**config.mk**
```make
export PLATFORM = sky130hd
export DESIGN_NAME = htss_top
export DESIGN_NICKNAME = d
export VERILOG_FILES = /design/src/rtl/htss_top.v /design/src/rtl/htss_snapshot_store.v
export VERILOG_INCLUDE_DIRS = /design/src /design/src/rtl
export SDC_FILE = /design/constraint.sdc
export NUM_CORES = 1
export LEC_CHECK = 0
export BUFFER_PORTS_ARGS = -buffer_cell sky130_fd_sc_hd__buf_2
export CORE_MARGIN = 2
export CORE_UTILIZATION = 50
export CTS_BUF_LIST = sky130_fd_sc_hd__clkbuf_8
export DETAILED_ROUTE_END_ITERATION = 10
export HOLD_SLACK_MARGIN = 0.06
export PLACE_DENSITY = 0.69
export SLEW_MARGIN = 20
export SYNTH_ARGS = -nofsm -noshare
export SYNTH_HDL_FRONTEND = slang
export SYNTH_SLANG_ARGS = --single-unit
```
**constraint.sdc**
```tcl
create_clock -name pclk -period 4.45 [get_ports pclk]
set_input_delay 0.89 -clock pclk [delete_from_list [all_inputs] [get_ports pclk]]
set_output_delay 0.89 -clock pclk [all_outputs]
set_load 0.01 [all_outputs]
```
**src/rtl/htss_defines.vh**
```
// Constants for the hold, trigger and state store block
`ifndef HTSS_DEFINES_VH
`define HTSS_DEFINES_VH
// Register byte offsets
`define HTSS_CTRL_OFF       12'h000
`define HTSS_SETPT_OFF      12'h004
`define HTSS_CMD_OFF        12'h008
`define HTSS_ACT_SETPT_OFF  12'h00C
`define HTSS_ACT_MISC_OFF   12'h010
`define HTSS_STATUS_OFF     12'h014
`define HTSS_IRQ_STAT_OFF   12'h018
`define HTSS_IRQ_MASK_OFF   12'h01C
`define HTSS_BUF_SETPT_OFF  12'h020
`define HTSS_BUF_MISC_OFF   12'h024
`define HTSS_MISC_OFF       12'h028
// Command codes in CMD[3:0], register number in CMD[15:8]
`define HTSS_CMD_TRIGGER    4'h1
`define HTSS_CMD_SAVE       4'h2
`define HTSS_CMD_RESTORE    4'h3
`define HTSS_CMD_REINIT     4'h4
`define HTSS_CMD_OUT_OFF    4'h5
`define HTSS_CMD_OUT_ON     4'h6
`define HTSS_CMD_HOLD_OFF   4'h7
`define HTSS_CMD_HOLD_ON    4'h8
// Error codes
`define HTSS_ERR_NONE       4'h0
`define HTSS_ERR_RANGE      4'h5
// Mode trip shutdown encodings
`define HTSS_TRIP_OFF       2'h0
`define HTSS_TRIP_CC        2'h1
`define HTSS_TRIP_CV        2'h2
// Interrupt status bits
`define HTSS_IRQ_TRIG_BIT   0
`define HTSS_IRQ_SAVE_BIT   1
`define HTSS_IRQ_REST_BIT   2
`define HTSS_IRQ_ERR_BIT    3
`define HTSS_IRQ_W          4
// Reset values of settings
`define HTSS_RST_VOLT       16'h0000
`define HTSS_RST_CURR       16'h0000
`define HTSS_RST_MASK       8'h00
`endif

```
**src/rtl/htss_top.v**
```verilog
// Hold mode, trigger and state store logic with APB register access
//
// The APB slave port and the register offsets are this design's own decisions.
`timescale 1ns/1ps
`include "htss_defines.vh"
module htss_top #(
  parameter NUM_STATES = 16,
  parameter IDX_W      = 4,
  parameter SET_W      = 16,
  parameter MASK_W     = 8
) (
  input  wire              pclk,
  input  wire              presetn,
  input  wire              psel,
  input  wire              penable,
  input  wire              pwrite,
  input  wire [11:0]       paddr,
  input  wire [31:0]       pwdata,
  output reg  [31:0]       prdata,
  output reg               pready,
  output reg               pslverr,
  input  wire              bus_trigger,
  output reg  [SET_W-1:0]  voltage_setpoint,
  output reg  [SET_W-1:0]  current_setpoint,
  output reg  [1:0]        mode_trip_shutdown,
  output reg  [MASK_W-1:0] fault_mask,
  output reg               output_enable,
  output reg               irq
);
  localparam SNAP_W = 2 * SET_W + 2 + MASK_W;

  // ****************************************
  // Synchroniser for the bus trigger pin
  // ****************************************
  reg trg_s1;
  reg trg_s2;
  reg trg_s3;
  always @(posedge pclk or negedge presetn) begin
    if (!presetn) begin
      trg_s1 <= 1'b0;
      trg_s2 <= 1'b0;
      trg_s3 <= 1'b0;
    end else begin
      trg_s1 <= bus_trigger;
      trg_s2 <= trg_s1;
      trg_s3 <= trg_s2;
    end
  end
  // Two flops settle the pin; the third only marks the rising edge,
  // so nothing but the second flop reads the first
  wire bus_trig_pulse = trg_s2 & ~trg_s3;

  // ****************************************
  // APB decode
  // ****************************************
  wire wr_acc = psel & penable & pwrite & pready;
  wire rd_acc = psel & penable & ~pwrite & pready;
  wire [11:0] waddr = paddr;
  wire mapped = (paddr[1:0] == 2'b00) && (paddr <= `HTSS_MISC_OFF);
  wire wr_setpt = wr_acc & (waddr == `HTSS_SETPT_OFF);
  wire wr_misc  = wr_acc & (waddr == `HTSS_MISC_OFF);
  wire wr_ctrl  = wr_acc & (waddr == `HTSS_CTRL_OFF);
  wire wr_cmd   = wr_acc & (waddr == `HTSS_CMD_OFF);
  wire wr_mask  = wr_acc & (waddr == `HTSS_IRQ_MASK_OFF);
  wire rd_stat  = rd_acc & (paddr == `HTSS_IRQ_STAT_OFF);
  wire [3:0]       cmd_code = pwdata[3:0];
  wire [7:0]       cmd_num  = pwdata[15:8];
  // Number wider than the index so out of range values are caught
  wire             num_ok   = (cmd_num < NUM_STATES);
  wire [IDX_W-1:0] cmd_idx  = cmd_num[IDX_W-1:0];

  // ****************************************
  // Settings, two ranks
  // ****************************************
  reg              hold_mode;
  reg [SET_W-1:0]  buf_volt;
  reg [SET_W-1:0]  buf_curr;
  reg [1:0]        buf_trip;
  reg [MASK_W-1:0] buf_mask;
  reg [3:0]        last_error;
  reg [3:0]        irq_stat;
  reg [3:0]        irq_mask;

  wire trig_cmd   = wr_cmd & (cmd_code == `HTSS_CMD_TRIGGER);
  wire trig_any   = trig_cmd | bus_trig_pulse;
  wire save_cmd   = wr_cmd & (cmd_code == `HTSS_CMD_SAVE);
  wire rest_cmd   = wr_cmd & (cmd_code == `HTSS_CMD_RESTORE);
  wire reinit_cmd = wr_cmd & (cmd_code == `HTSS_CMD_REINIT);
  wire save_ok    = save_cmd & num_ok;
  wire rest_ok    = rest_cmd & num_ok;
  wire range_err  = (save_cmd | rest_cmd) & ~num_ok;

  wire [SNAP_W-1:0] snap_rd;
  // Snapshot holds the active rank; output enable is left out
  wire [SNAP_W-1:0] snap_wr = {voltage_setpoint, current_setpoint,
                               mode_trip_shutdown, fault_mask};

  htss_snapshot_store #(
    .DEPTH  (NUM_STATES),
    .IDX_W  (IDX_W),
    .DATA_W (SNAP_W)
  ) u_store (
    .pclk    (pclk),
    .presetn (presetn),
    .wr_en   (save_ok),
    .wr_idx  (cmd_idx),
    .wr_data (snap_wr),
    .rd_idx  (cmd_idx),
    .rd_data (snap_rd)
  );

  // ****************************************
  // Next values of both ranks
  // ****************************************
  // Priority: reinitialise, then recall, then trigger, then a write
  reg [SET_W-1:0]  next_buf_volt;
  reg [SET_W-1:0]  next_buf_curr;
  reg [1:0]        next_buf_trip;
  reg [MASK_W-1:0] next_buf_mask;
  reg [SET_W-1:0]  next_volt;
  reg [SET_W-1:0]  next_curr;
  reg [1:0]        next_trip;
  reg [MASK_W-1:0] next_mask;

  // First rank buffers take every write
  always @* begin
    next_buf_volt = buf_volt;
    next_buf_curr = buf_curr;
    next_buf_trip = buf_trip;
    next_buf_mask = buf_mask;
    if (reinit_cmd) begin
      next_buf_volt = `HTSS_RST_VOLT;
      next_buf_curr = `HTSS_RST_CURR;
      next_buf_trip = `HTSS_TRIP_OFF;
      next_buf_mask = `HTSS_RST_MASK;
    end else if (rest_ok) begin
      {next_buf_volt, next_buf_curr, next_buf_trip, next_buf_mask} = snap_rd;
    end else begin
      if (wr_setpt) begin
        next_buf_volt = pwdata[31:16];
        next_buf_curr = pwdata[15:0];
      end
      if (wr_misc) begin
        next_buf_trip = pwdata[9:8];
        next_buf_mask = pwdata[MASK_W-1:0];
      end
    end
  end

  // Second rank: direct outside hold, else only on trigger, recall or reinitialise
  always @* begin
    next_volt = voltage_setpoint;
    next_curr = current_setpoint;
    next_trip = mode_trip_shutdown;
    next_mask = fault_mask;
    if (reinit_cmd) begin
      next_volt = `HTSS_RST_VOLT;
      next_curr = `HTSS_RST_CURR;
      next_trip = `HTSS_TRIP_OFF;
      next_mask = `HTSS_RST_MASK;
    end else if (rest_ok) begin
      // Recall applies at once, hold or not
      {next_volt, next_curr, next_trip, next_mask} = snap_rd;
    end else if (trig_any) begin
      // Copy the buffers as they stand after this edge, so a write
      // that meets a pin trigger is not lost
      next_volt = next_buf_volt;
      next_curr = next_buf_curr;
      next_trip = next_buf_trip;
      next_mask = next_buf_mask;
    end else if (!hold_mode) begin
      if (wr_setpt) begin
        next_volt = pwdata[31:16];
        next_curr = pwdata[15:0];
      end
      if (wr_misc) begin
        next_trip = pwdata[9:8];
        next_mask = pwdata[MASK_W-1:0];
      end
    end
  end

  // Both ranks load on every edge from the values above
  always @(posedge pclk or negedge presetn) begin
    if (!presetn) begin
      buf_volt           <= `HTSS_RST_VOLT;
      buf_curr           <= `HTSS_RST_CURR;
      buf_trip           <= `HTSS_TRIP_OFF;
      buf_mask           <= `HTSS_RST_MASK;
      voltage_setpoint   <= `HTSS_RST_VOLT;
      current_setpoint   <= `HTSS_RST_CURR;
      mode_trip_shutdown <= `HTSS_TRIP_OFF;
      fault_mask         <= `HTSS_RST_MASK;
    end else begin
      buf_volt           <= next_buf_volt;
      buf_curr           <= next_buf_curr;
      buf_trip           <= next_buf_trip;
      buf_mask           <= next_buf_mask;
      voltage_setpoint   <= next_volt;
      current_setpoint   <= next_curr;
      mode_trip_shutdown <= next_trip;
      fault_mask         <= next_mask;
    end
  end

  // ****************************************
  // Mode, output enable and error code
  // ****************************************
  always @(posedge pclk or negedge presetn) begin
    if (!presetn) begin
      hold_mode     <= 1'b0;
      output_enable <= 1'b0;
      last_error    <= `HTSS_ERR_NONE;
    end else begin
      if (wr_cmd && cmd_code == `HTSS_CMD_HOLD_ON) begin
        hold_mode <= 1'b1;
      end else if (wr_cmd && cmd_code == `HTSS_CMD_HOLD_OFF) begin
        hold_mode <= 1'b0;
      end else if (wr_ctrl) begin
        hold_mode <= pwdata[0];
      end
      if (wr_cmd && cmd_code == `HTSS_CMD_OUT_OFF) begin
        output_enable <= 1'b0;
      end else if (wr_cmd && cmd_code == `HTSS_CMD_OUT_ON) begin
        output_enable <= 1'b1;
      end
      if (range_err) begin
        last_error <= `HTSS_ERR_RANGE;
      end else if (wr_ctrl && pwdata[1]) begin
        last_error <= `HTSS_ERR_NONE;
      end
    end
  end

  // ****************************************
  // Interrupts
  // ****************************************
  wire [3:0] irq_evt;
  assign irq_evt[`HTSS_IRQ_TRIG_BIT] = trig_any;
  assign irq_evt[`HTSS_IRQ_SAVE_BIT] = save_ok;
  assign irq_evt[`HTSS_IRQ_REST_BIT] = rest_ok;
  assign irq_evt[`HTSS_IRQ_ERR_BIT]  = range_err;
  // A read clears only the bits it returned: an event that lands
  // between the setup edge and the access edge stays pending
  wire [3:0] stat_clr      = rd_stat ? prdata[3:0] : 4'h0;
  // Set wins over the clear by read, so no event is lost
  wire [3:0] next_irq_stat = (irq_stat & ~stat_clr) | irq_evt;

  always @(posedge pclk or negedge presetn) begin
    if (!presetn) begin
      irq_stat <= 4'h0;
      irq_mask <= 4'h0;
      irq      <= 1'b0;
    end else begin
      irq_stat <= next_irq_stat;
      if (wr_mask) begin
        irq_mask <= pwdata[3:0];
      end
      irq <= |(next_irq_stat & (wr_mask ? pwdata[3:0] : irq_mask));
    end
  end

  // ****************************************
  // APB answer
  // ****************************************
  reg [31:0] rd_mux;
  always @* begin
    rd_mux = 32'h0000_0000;
    case (paddr)
      `HTSS_CTRL_OFF:      rd_mux = {31'h0, hold_mode};
      `HTSS_ACT_SETPT_OFF: rd_mux = {voltage_setpoint, current_setpoint};
      `HTSS_ACT_MISC_OFF:  rd_mux = {22'h0, mode_trip_shutdown, fault_mask};
      `HTSS_STATUS_OFF:    rd_mux = {24'h0, last_error, 2'h0,
                                     output_enable, hold_mode};
      `HTSS_IRQ_STAT_OFF:  rd_mux = {28'h0, irq_stat};
      `HTSS_IRQ_MASK_OFF:  rd_mux = {28'h0, irq_mask};
      `HTSS_BUF_SETPT_OFF: rd_mux = {buf_volt, buf_curr};
      `HTSS_BUF_MISC_OFF:  rd_mux = {22'h0, buf_trip, buf_mask};
      default:             rd_mux = 32'h0000_0000;
    endcase
  end

  // ****************************************
  // APB answer state
  // ****************************************
  // Two states: every transfer gets one access cycle with pready high.
  // Back to back transfers work, since the access edge returns to idle
  // and the next setup cycle is seen from there.
  localparam ST_IDLE = 1'b0;
  localparam ST_ACK  = 1'b1;
  reg              state;
  reg              next_state;

  always @* begin
    case (state)
      ST_IDLE: begin
        next_state = (psel && !penable) ? ST_ACK : ST_IDLE;
      end
      ST_ACK: begin
        next_state = ST_IDLE;
      end
      default: begin
        next_state = ST_IDLE;
      end
    endcase
  end

  // No wait state: pready rises in the first access cycle
  always @(posedge pclk or negedge presetn) begin
    if (!presetn) begin
      state   <= ST_IDLE;
      pready  <= 1'b0;
      prdata  <= 32'h0000_0000;
      pslverr <= 1'b0;
    end else begin
      state <= next_state;
      if (next_state == ST_ACK) begin
        pready  <= 1'b1;
        prdata  <= rd_mux;
        pslverr <= ~mapped;
      end else begin
        pready  <= 1'b0;
        pslverr <= 1'b0;
      end
    end
  end
endmodule // htss_top

```
**src/rtl/htss_snapshot_store.v**
```verilog
// Numbered snapshot store of operating settings
`timescale 1ns/1ps
`include "htss_defines.vh"
module htss_snapshot_store #(
  parameter DEPTH = 16,
  parameter IDX_W = 4,
  parameter DATA_W = 42
) (
  input  wire              pclk,
  input  wire              presetn,
  input  wire              wr_en,
  input  wire [IDX_W-1:0]  wr_idx,
  input  wire [DATA_W-1:0] wr_data,
  input  wire [IDX_W-1:0]  rd_idx,
  output wire [DATA_W-1:0] rd_data
);
  // ****************************************
  // Storage
  // ****************************************
  reg [DATA_W-1:0] mem [0:DEPTH-1];
  genvar g;
  generate
    for (g = 0; g < DEPTH; g = g + 1) begin : g_entry
      always @(posedge pclk or negedge presetn) begin
        if (!presetn) begin
          mem[g] <= {DATA_W{1'b0}};
        end else if (wr_en && (wr_idx == g)) begin
          mem[g] <= wr_data;
        end
      end
    end
  endgenerate
  // Any entry may be read in any order
  assign rd_data = mem[rd_idx];
endmodule // htss_snapshot_store

```
==> impl_results.md <==
* Row cnt at 101
* Syn_area_per_cell at around 15 µm²
* Final Hold Viols at 0
* Routability cong. at 0.890
* Initial antenna violation count at 12
* CTS resizes at 0
* Cell chain of the critical path: and4_1 > nand4_1 > or4_2 > nand3_1 > nor2_4 > buf_12 > a32o_1
* Synth Instances at 2610
* Switch share at 0.254
* Status: complete, no violations
* Area share of the largest cell type after synthesis at 0.526
* Sequential power share at 0.508
* CP top delay family: simple AND/OR/NAND/NOR gates
* Synth area leader: dfrtp_1
* Drt first pass iters at 8
* Hold Path Sink: trg_s1
* Clock skew at approximately 40 ps
* Relative slew slack at 0.240
* Root Buffer: clkbuf_8
* Area of the die at between 70000 and 80000 µm²
* Routed WL per cell at 27.6 µm
* Worst reg2reg path depth at 7
* Fin worst setup slack at 1030 ps
* Residual overflow from global routing at 0
* Total Neg Setup Slack at 0 ps
* PortBufs at ~130
* ANT nets after route at 0
* Comb pwr share at 0.056
* Area delta synth->final at 11.3%
* Layout cells sized above 1 at 0.436
* Clock power share at 0.436
* Cts hold-fix bufs at 0
* Reg2reg end: current_setpoint[10]
* CTS H-tree lvls at 4
* CP Buf/Inv Count at 1
* RSZ-0062 raised after global routing: false
* Worst r2r src: pready
* Post-route insts no fill at approximately 3800
* DRC errors left at 0
* Via/cell ratio at 6.32
* Synth cell count leaders: dfrtp_1, mux2_2, mux2_4, mux4_2, clkbuf_1
* Die X at 281 µm
* Flops & latches, synth at approximately 810
* Initial Util at 0.505
* Reg-to-reg slack, setup at 1030 ps
* Post-synth EDFFs at 0
* First-pass GRT wire length at 162000 µm
* Worst-margin pin slew at between 1000 and 1500 ps
* Vias in the first global route at 25800
* Switch Pwr at a little under 4 mW
* Synth top area cells: dfrtp_1, mux2_4, mux4_2
* CORE AREA at 75900 µm²
* Crit-path max FO at 28
* Max Clk Rate at about 290 MHz
* CP Class: reg -> reg
* Async S/R FF share, synth at 1.00
* Mapped Nets at 2660
* Post-DP HPWL at 62900 µm
* Max_cap viols at 0
* Post-synthesis cell type count at 55
* Clock latency on the worst-skew pair at 800 ps
* Design Power at 15.2 mW
* HP Class: in -> reg
* Clock-pin slew on the worst setup and hold paths at 70 ps
* Post-placement cell count at approximately 3600
* Min cycle time layout at 3420 ps
* Worst vdd ir at 0.260 mV
* Cell internal pwr at 11.3 mW
* Leakage at 21.6 nW
* Hold Path Stages at 1
* Hold Path Origin: bus_trigger
* Seq/Total Area, Yosys at 0.526
* Clk sinks at around 800
* Pin count of the biggest net entering global routing at 104
* Crit path capture type: register
* Num CTS Buffers at around 140
* Longest Clk Path Bufs at 3
* Most frequent cell after synthesis: dfrtp_1
* P per Cell Area at approximately 360 nW/µm²
* Main synth FF type: dfrtp_1
* Hold slack at 198 ps
* GRT Overall Usage at 0.274
* Synth warnings at 0
* CP max-delay cell: or4_2
* Final period util at 0.768
* Worst setup SP type: register
* Finish-stage setup viols at 0
* WL final at 106000 µm
* Mapped cell area at 38300 µm²
* 1st-iter DRT viols at 2079
* # IOs at between 100 and 150
* CP peak stage delay at 1090 ps
* NumNets Final at 2741
* DIE HEIGHT at 281 µm
* Vias at 24200
* Required time worst endpoint at between 5000 and 6000 ps
* Post-Place Setup Slack at 458 ps
* Max-slew violation count at 0
* Setup Buffers After CTS at 0
* CTS tree: done
* Worst Path Arrival at 4070 ps
==> layer usage <==
metal	global-route usage	share of wire
met1	0.379	0.43
met2	0.424	0.46
met3	0.0671	0.083
met4	0.0976	0.028
met5	0	0.00097
==> final cells by class <==
class	count	area [µm²]
Clock buffer	170	2340
Timing Repair Buffer	218	1570
Antenna cell	7	17.5
Clock inverter	66	378
Fill cell	6027	33300
Tap cell	1030	1290
Inverter	3	11.3
Multi-Input combinational cell	1527	16900
Sequential cell	805	20100
==> power groups by stage <==
stage | combinational, mW | sequential (mW) | clock (mW)
4_1_cts | 0.855 | 7.70 | 6.73
5_1_grt | 0.923 | 7.72 | 7.07
6_report | 0.848 | 7.70 | 6.60
2_1_floorplan | 0.521 | 7.63 | 0
3_5_place_dp | 0.852 | 7.83 | 0
3_3_place_gp | 0.834 | 7.81 | 0
==> state kept, by name (all words and copies together), names as in the netlist, 2 cells and up <==
name	count
current_setpoint	16
buf_curr	16
voltage_setpoint	16
fault_mask	8
irq_mask	4
buf_volt	16
irq_stat	4
buf_mask	8
u_store.mem	672
buf_trip	2
mode_trip_shutdown	2
prdata	32
==> worst max path at each step <==
| stage | start | end | slack [ps] | cells after the start |
|---|---|---|---|---|
| 6_report | pready | current_setpoint[10] | 1030 | 7 |
| 5_1_grt | pready | voltage_setpoint[8] | 980 | 7 |
| 4_1_cts | pready | voltage_setpoint[6] | 1200 | 6 |
| 3_5_place_dp | paddr[7] | voltage_setpoint[15] | 460 | 7 |
| 3_3_place_gp | paddr[7] | voltage_setpoint[5] | 600 | 7 |
| 2_1_floorplan | paddr[7] | irq | 1380 | 6 |
==> through the flow <==
stage	area, µm²	utilization
4_1_cts	42600	0.561
2_1_floorplan	38300	-
5_1_grt	42700	0.562
3_3_place_gp	39900	0.526
6_report	42700	0.562
3_5_place_dp	39900	0.526
==> cell usage in the layout, fill, tap and decap left out, types with 12 or more instances in the layout <==
cell      synthesis  layout
clkinv_2          0      15
buf_4             2      73
nand2_1          75      75
mux4_2          169     169
buf_2            54     124
mux2_2          320     320
nand3_1         107     104
nor2_1           79      76
a32o_1           42      42
inv_1             2      43
a22oi_1          87      87
a21o_1           36      36
clkbuf_8          0     171
o21ai_0          54      54
a21oi_1          25      25
nand3_4           9      12
mux2_4          280     280
a221oi_1         23      23
dfrtp_1         805     805
and3_1           38      38
buf_12            1      18
mux2_1           80      80
==> kinds of logic after synthesis <==
kind of cell    after synthesis  synth area share
compound gates              297            0.0569
flops                       805             0.526
buf+inv                     278            0.0367
simple gates                370            0.0516
mux                         860             0.329
(Power assumes the default switching activity.)
